[src/verilog/qdc_pkg.sv]
// Constants shared by the quad converter serial load control.
// Assumes a single clock domain at 100 MHz; pins are asynchronous to it.
package qdc_pkg;
	localparam int QDC_WORD_BITS = 16;
	localparam int QDC_CODE_BITS = 12;
	localparam int QDC_CHANNELS = 4;
	localparam int QDC_ADDR_HI_POS = 15;
	localparam int QDC_ADDR_LO_POS = 14;
	localparam int QDC_CODE_MSB_POS = 11;
	localparam logic [11:0] QDC_ZERO_SCALE = 12'h000;
	localparam logic [11:0] QDC_MID_SCALE = 12'h800;
	localparam logic [15:0] QDC_SHIFT_RESET = 16'h0000;
	localparam int QDC_FULL_SCALE_DIV = 4096;
	localparam logic [1:0] QDC_SYNC_RESET = 2'h0;
	// Synchronisers start at the idle pin level so no false edge follows reset
	localparam logic QDC_PIN_IDLE = 1'b1;
endpackage : qdc_pkg

[src/verilog/qdc_serial_load.sv]
// Serial input and channel register control of a quad 12-bit converter.
// Assumes pins are asynchronous to clk; each passes two flip-flops first.
//
// Overview of operation
// - 16-bit word: address, two unused, code
// - Address 00..11 selects channels A..D
// - 12-bit code sent most significant first
// - Load low: addressed register follows shift register
// - Load high: all channel registers hold while converter reset is high
// - Shift clock is chip select OR serial clock
// - Chip select rising with clock low shifts
// - Converter reset acts on clk edges, two edges late through its synchroniser
// - Reset forces 000 or 800 per select
// - Latched registers keep reset value after release
// - Reset leaves shift register unchanged
// - Code is straight binary over reference span
`timescale 1ns/1ps
module qdc_serial_load
	import qdc_pkg::*;
#(
	parameter int WORD_BITS = QDC_WORD_BITS,
	parameter int CODE_BITS = QDC_CODE_BITS,
	parameter int CHANNELS = QDC_CHANNELS
) (
	input wire logic clk,
	input wire logic rst_n,
	input wire logic chip_select_n,
	input wire logic serial_clock,
	input wire logic serial_data_in,
	input wire logic load_strobe_n,
	input wire logic converter_reset_n,
	input wire logic reset_code_select,
	output logic [CODE_BITS-1:0] channel_code_a,
	output logic [CODE_BITS-1:0] channel_code_b,
	output logic [CODE_BITS-1:0] channel_code_c,
	output logic [CODE_BITS-1:0] channel_code_d,
	output logic [WORD_BITS-1:0] shift_word
);
	////////////////////////////////////////////////////////////////////////
	// Reset release and pin synchronisers
	logic [1:0] rst_sync_reg;
	logic sys_rst_n;
	logic cs_n_s, sclk_s, sdi_s, load_n_s, conv_rst_n_s, rsel_s;

	// Block reset asserts at once and releases after two edges
	always_ff @(posedge clk or negedge rst_n) begin
		if (!rst_n) begin
			rst_sync_reg <= QDC_SYNC_RESET;
		end else begin
			rst_sync_reg <= {rst_sync_reg[0], 1'b1};
		end
	end
	assign sys_rst_n = rst_sync_reg[1];

	qdc_sync u_sync_cs (.clk(clk), .rst_n(sys_rst_n), .async_in(chip_select_n),
		.sync_out(cs_n_s));
	qdc_sync u_sync_sclk (.clk(clk), .rst_n(sys_rst_n), .async_in(serial_clock),
		.sync_out(sclk_s));
	qdc_sync u_sync_sdi (.clk(clk), .rst_n(sys_rst_n), .async_in(serial_data_in),
		.sync_out(sdi_s));
	qdc_sync u_sync_load (.clk(clk), .rst_n(sys_rst_n), .async_in(load_strobe_n),
		.sync_out(load_n_s));
	qdc_sync u_sync_crst (.clk(clk), .rst_n(sys_rst_n), .async_in(converter_reset_n),
		.sync_out(conv_rst_n_s));
	qdc_sync u_sync_rsel (.clk(clk), .rst_n(sys_rst_n), .async_in(reset_code_select),
		.sync_out(rsel_s));

	////////////////////////////////////////////////////////////////////////
	// Combined shift clock and its rising edge
	logic shift_clk;
	logic shift_clk_reg;
	logic shift_rise;

	// Either pin may clock alone; a chip select rise with clock low also shifts
	assign shift_clk = cs_n_s | sclk_s;
	always_ff @(posedge clk or negedge sys_rst_n) begin
		if (!sys_rst_n) begin
			shift_clk_reg <= 1'b1;
		end else begin
			shift_clk_reg <= shift_clk;
		end
	end
	assign shift_rise = shift_clk & ~shift_clk_reg;

	////////////////////////////////////////////////////////////////////////
	// Serial shift register
	logic [WORD_BITS-1:0] shift_reg;

	// Data lags the clock path by nothing: both take two stages, so sdi_s is
	// the level present at the combined rising edge. Converter reset does not
	// touch this register, so a reset pulse keeps a half-sent word.
	always_ff @(posedge clk or negedge sys_rst_n) begin
		if (!sys_rst_n) begin
			shift_reg <= QDC_SHIFT_RESET;
		end else if (shift_rise) begin
			shift_reg <= {shift_reg[WORD_BITS-2:0], sdi_s};
		end
	end
	assign shift_word = shift_reg;

	////////////////////////////////////////////////////////////////////////
	// Channel registers
	logic [1:0] addr;
	logic [CODE_BITS-1:0] reset_code;
	logic [CODE_BITS-1:0] chan_reg [CHANNELS];

	// Upper address bit arrived first, so it sits at the top of the word
	assign addr = {shift_reg[QDC_ADDR_HI_POS], shift_reg[QDC_ADDR_LO_POS]};
	assign reset_code = rsel_s ? QDC_MID_SCALE : QDC_ZERO_SCALE;

	// Reset wins over load; latched registers then keep the reset code.
	// The code is straight binary, passed unchanged to the ladder. The
	// converter reset is seen two edges late, a cost of sampling the pin.
	for (genvar ch = 0; ch < CHANNELS; ch++) begin : g_chan
		localparam logic [1:0] CH_ADDR = 2'(ch);
		always_ff @(posedge clk or negedge sys_rst_n) begin
			if (!sys_rst_n) begin
				chan_reg[ch] <= QDC_ZERO_SCALE;
			end else if (!conv_rst_n_s) begin
				chan_reg[ch] <= reset_code;
			end else if (!load_n_s && addr == CH_ADDR) begin
				chan_reg[ch] <= shift_reg[QDC_CODE_MSB_POS:0];
			end
		end
	end

	// Outputs are the channel flip-flops themselves
	assign channel_code_a = chan_reg[0];
	assign channel_code_b = chan_reg[1];
	assign channel_code_c = chan_reg[2];
	assign channel_code_d = chan_reg[3];

	////////////////////////////////////////////////////////////////////////
	// Assertions

	property p_shift_one;
		@(posedge clk) disable iff (!sys_rst_n)
		shift_rise |=> shift_reg == {$past(shift_reg[WORD_BITS-2:0]), $past(sdi_s)};
	endproperty
	a_shift_one: assert property (p_shift_one) else $error("shift not one bit");

	property p_shift_hold;
		@(posedge clk) disable iff (!sys_rst_n)
		!shift_rise |=> $stable(shift_reg);
	endproperty
	a_shift_hold: assert property (p_shift_hold) else $error("shift moved");

	property p_cs_rise_shifts;
		@(posedge clk) disable iff (!sys_rst_n)
		(!sclk_s && !shift_clk_reg && cs_n_s) |=> shift_reg[0] == $past(sdi_s);
	endproperty
	a_cs_rise_shifts: assert property (p_cs_rise_shifts) else $error("cs edge lost");

	property p_reset_keeps_shift;
		@(posedge clk) disable iff (!sys_rst_n)
		(!conv_rst_n_s && !shift_rise) |=> $stable(shift_reg);
	endproperty
	a_reset_keeps_shift: assert property (p_reset_keeps_shift) else $error("reset hit shifter");

	property p_reset_code;
		@(posedge clk) disable iff (!sys_rst_n)
		!conv_rst_n_s |=> chan_reg[2] == ($past(rsel_s) ? 12'h800 : 12'h000);
	endproperty
	a_reset_code: assert property (p_reset_code) else $error("bad reset code");

	property p_load_hold;
		@(posedge clk) disable iff (!sys_rst_n)
		(load_n_s && conv_rst_n_s) |=> $stable(chan_reg[1]) && $stable(chan_reg[3]);
	endproperty
	a_load_hold: assert property (p_load_hold) else $error("latched reg moved");

	property p_load_follow;
		@(posedge clk) disable iff (!sys_rst_n)
		(!load_n_s && conv_rst_n_s && addr == 2'h1) |=> chan_reg[1] == $past(shift_reg[11:0]);
	endproperty
	a_load_follow: assert property (p_load_follow) else $error("B not transparent");

	property p_unselected_hold;
		@(posedge clk) disable iff (!sys_rst_n)
		(conv_rst_n_s && addr != 2'h0) |=> $stable(chan_reg[0]);
	endproperty
	a_unselected_hold: assert property (p_unselected_hold) else $error("A wrongly loaded");

	property p_follow_a;
		@(posedge clk) disable iff (!sys_rst_n)
		(!load_n_s && conv_rst_n_s && addr == 2'h0) |=> chan_reg[0] == $past(shift_reg[11:0]);
	endproperty
	a_follow_a: assert property (p_follow_a) else $error("A not transparent");

	property p_follow_c;
		@(posedge clk) disable iff (!sys_rst_n)
		(!load_n_s && conv_rst_n_s && addr == 2'h2) |=> chan_reg[2] == $past(shift_reg[11:0]);
	endproperty
	a_follow_c: assert property (p_follow_c) else $error("C not transparent");

	property p_follow_d;
		@(posedge clk) disable iff (!sys_rst_n)
		(!load_n_s && conv_rst_n_s && addr == 2'h3) |=> chan_reg[3] == $past(shift_reg[11:0]);
	endproperty
	a_follow_d: assert property (p_follow_d) else $error("D not transparent");

	// Channels A, B and D take the same reset code, not only C checked above
	property p_reset_all;
		@(posedge clk) disable iff (!sys_rst_n)
		!conv_rst_n_s |=> chan_reg[0] == ($past(rsel_s) ? QDC_MID_SCALE : QDC_ZERO_SCALE)
			&& chan_reg[1] == chan_reg[0] && chan_reg[3] == chan_reg[0];
	endproperty
	a_reset_all: assert property (p_reset_all) else $error("reset code not on all");

	property p_latched_after_reset;
		@(posedge clk) disable iff (!sys_rst_n)
		($rose(conv_rst_n_s) && load_n_s) |=> $stable(chan_reg[0]) && $stable(chan_reg[2]);
	endproperty
	a_latched_after_reset: assert property (p_latched_after_reset) else $error("lost reset code");

	property p_shift_idle_load;
		@(posedge clk) disable iff (!sys_rst_n)
		(!load_n_s && !shift_rise) |=> $stable(shift_reg);
	endproperty
	a_shift_idle_load: assert property (p_shift_idle_load) else $error("load moved shifter");

	// One pin edge must give exactly one shift, never a burst
	property p_rise_once;
		@(posedge clk) disable iff (!sys_rst_n)
		shift_rise |=> !shift_rise;
	endproperty
	a_rise_once: assert property (p_rise_once) else $error("double shift");
endmodule : qdc_serial_load

[src/verilog/qdc_sync.sv]
// Two flip-flop synchroniser for one asynchronous level.
// Assumes clk is the block clock and rst_n is already synchronised.
`timescale 1ns/1ps
module qdc_sync
	import qdc_pkg::*;
(
	input wire logic clk,
	input wire logic rst_n,
	input wire logic async_in,
	output logic sync_out
);
	logic meta_reg;

	// First stage only feeds the second stage
	always_ff @(posedge clk or negedge rst_n) begin
		if (!rst_n) begin
			meta_reg <= QDC_PIN_IDLE;
			sync_out <= QDC_PIN_IDLE;
		end else begin
			meta_reg <= async_in;
			sync_out <= meta_reg;
		end
	end
endmodule : qdc_sync
[config.mk]
export PLATFORM = sky130hd
export DESIGN_NAME = qdc_serial_load
export DESIGN_NICKNAME = d
export VERILOG_FILES = /design/src/verilog/qdc_pkg.sv /design/src/verilog/qdc_serial_load.sv /design/src/verilog/qdc_sync.sv
export SDC_FILE = /design/constraint.sdc
export NUM_CORES = 1
export LEC_CHECK = 0
export ABC_CLOCK_PERIOD_IN_PS = 6050
export BUFFER_PORTS_ARGS = -buffer_cell sky130_fd_sc_hd__clkbuf_2
export CAP_MARGIN = 15
export CORE_ASPECT_RATIO = 1.5
export CORE_MARGIN = 2
export CORE_UTILIZATION = 57
export CTS_CLUSTER_SIZE = 8
export DETAILED_ROUTE_END_ITERATION = 10
export PLACE_DENSITY = 0.84
export SYNTH_ARGS = -nofsm -noshare
export SYNTH_HDL_FRONTEND = slang
export SYNTH_HIERARCHICAL = 1
export SYNTH_SLANG_ARGS = --single-unit
[constraint.sdc]
create_clock -name clk -period 6.05 [get_ports clk]
set_clock_uncertainty 0.05 [all_clocks]
set_input_delay 0.9075 -clock clk [delete_from_list [all_inputs] [get_ports clk]]
set_output_delay 0.9075 -clock clk [all_outputs]
set_load 0.01 [all_outputs]
==> summary.md <==
| Metric | Value |
|---|---|
| CTS tree | `done` |
| Clk pin slew, worst setup/hold paths | `0.07 ns` |
| Setup crit start kind | `flop` |
| Layout area overhead | `17.8%` |
| PD cells | `337 mW/mm^2` |
| Die Y | `93.8 um` |
| Synth Register Bits | `79` |
| Final period util | `33.4%` |
| Count leader, synth | `nand2_1` |
| Max_cap viols | `0` |
| 1st-iter DRT viols | `89` |
| Per-cell routed wire length | `15.0 um` |
| Least-Margin Pin Slew | `0.940 ns` |
| Antenna violations before repair | `0` |
| Relative slew slack | `37.4%` |
| Vias per cell | `5.32` |
| Global placer's final weighted congestion | `0.793` |
| Final slew viol count | `0` |
| Post-Route Setup TNS | `0 ns` |
| Synth Cell Area | `0.00306 sq mm` |
| Via count | `2166` |
| Nets | `342` |
| Pre-Repair DR Iteration Count | `5` |
| Post_cts resized | `0` |
| Final setup fails | `0` |
| Postcts setup bufs | `0` |
| Slowest cell on the critical path | `dfrtp_1` |
| Grt ovf | `0` |
| Synth top cells by count | `nand2_1 (96), dfrtp_1 (66), a21boi_0 (35), mux2_2 (16), dfstp_2 (13)` |
| Worst skew pair latency | `0.33 ns` |
| Cell taking the most area after synthesis | `dfrtp_1` |
| Root buf cell | `clkbuf_8` |
| Synth Area per Inst | `11.5 sq um` |
| Endpoint class of the critical path | `output port` |
| Post-synth EDFFs | `0` |
| Ant. Diodes | `0` |
| Chip width | `63.8 um` |
| Num CTS Buffers | `9` |
| FP Rows | `32` |
| Critical Path RT | `5.09 ns` |
| Period minus WS final | `2.02 ns` |
| Fmax | `495 MHz` |
| IO Count | `72` |
| Area contributors post-synth | `dfrtp_1 (54%), nand2_1 (12%), dfstp_2 (11%)` |
| Share of post-route cells with drive strength above 1 | `35.4%` |
| Final core occ | `69.8%` |
| CP max stage delay | `0.53 ns` |
| DPL Wire Length | `4050 um` |
| Buf/Inv on CP | `1` |
| CTS sink cnt | `79` |
| Port Buf Inserts | `71` |
| # DRC | `0` |
| Final wirelength | `6130 um` |
| Net count after synthesis | `275` |
| Prevailing post-synth register cell | `dfrtp_1` |
| Die ar. | `0.00599 sq mm` |
| Initial Utilization | `59.3%` |
| Worst-path cell chain | `clkbuf_2` |
| Max FFs per register | `16` |
| Unique masters post-synth | `21` |
| Kind of critical path | `flop to output port` |
| Largest net degree at the start of global routing | `78` |
| Share of the synthesized area in the top cell type | `53.9%` |
| Hold bufs inserted after CTS | `0` |
| Core area | `0.00516 sq mm` |
| Clock buffer depth | `2` |
| Leak | `1.71 nW` |
| Async SR Flop Fraction | `100%` |
| Synth Warn # | `6` |
| Final Hold Viols | `0` |
| Hold Crit Class | `input pin to asynchronous set/reset pin` |
| Cells after Synth | `267` |
| Top delay family on crit path | `flip-flops` |
| H-tree depth | `3` |
| Worst VDD drop | `211 uV` |
| RSZ-0062 raised after global routing | `no` |
| Routed Antenna Nets | `0` |
| First-pass GRT wire length | `9760 um` |
| Seq/Total Area, Yosys | `65.1%` |
| Global-route usage over all layers | `21.7%` |
| Outcome | `complete, no violations` |
| Vias in the first global route | `2027` |
| Crit path DAT | `1.06 ns` |
| CP max FO | `7` |
[cell usage in the layout (no fill, tap or decap)]
master	count
a21boi_0	35
a21boi_1	9
a31oi_1	4
and3b_1	1
buf_4	1
clkbuf_1	1
clkbuf_2	71
clkbuf_8	11
clkinv_2	4
conb_1	1
dfrtp_1	65
dfrtp_4	1
dfstp_2	13
mux2_2	16
nand2_1	96
nand2b_1	1
nand3b_1	1
nor2_1	1
nor3_1	1
nor3b_2	2
or2_2	1
or3_1	1
or3b_1	2
[final cells by class]
cell class                 count  area (sq um)
sequential                    79          2000
fill                         375          1560
multi-input combinational    172           986
timing repair buffer          72           363
clock buffer                  12           155
tap                           68          85.1
clock inverter                 4          20.0
[logic make-up after synthesis]
logic type / share of synthesized area [%]
and+or+nand+nor: 14.6
DFF: 65.1
AOI/OAI and AO/OA: 11.6
muxes: 5.88
buffers and inverters: 2.70
other: 0.122
[final timing paths]
check                      slack (ns)                            end  depth (start not counted)                            from
setup / recovery                 4.03                  shift_word[4]                          1       shift_word[4]$_DFFE_PN0P_
hold / removal                   0.30      rst_sync_reg[1]$_DFF_PN0_                          1                           rst_n
setup reg to reg                 4.27      shift_word[9]$_DFFE_PN0P_                          3  u_sync_sclk/sync_out$_DFF_PN1_
hold reg to reg                  0.30      rst_sync_reg[1]$_DFF_PN0_                          0       rst_sync_reg[0]$_DFF_PN0_
max in group asynchronous        4.92  channel_code_d[1]$_DFFE_PN0P_                          0       rst_sync_reg[1]$_DFF_PN0_
min in group clk                 0.30      rst_sync_reg[1]$_DFF_PN0_                          0       rst_sync_reg[0]$_DFF_PN0_
[per-layer routing]
layer	global-route usage (%)	share of wire (%)
met3	3.36	4.7
met2	35.7	51
met5	0	0
met1	27.8	42
met4	11.1	1.8
[where the power goes]
part | total (W) | leakage [nW] | switching, W | internal [W]
logic | 0.000170 | 0.600 | 0.0000828 | 0.0000877
registers | 0.000703 | 1.02 | 0.000111 | 0.000592
clock network | 0.000341 | 0.0959 | 0.000173 | 0.000169
total | 0.00122 | 1.71 | 0.000366 | 0.000849
[metrics by stage]
stage          setup WS, ns  hold slack [ns]  cell area (sq um)  std cells  power (W)
2_1_floorplan          3.66            0.281               3060        267   0.000776
3_3_place_gp           4.14            0.288               3420        390   0.000876
3_5_place_dp           4.27            0.290               3430        391   0.000884
4_1_cts                4.02            0.282               3610        407    0.00123
5_1_grt                3.98            0.282               3610        407    0.00128
6_report               4.03            0.297               3610        407    0.00122
No activity file was read; power rests on OpenSTA's default activity.
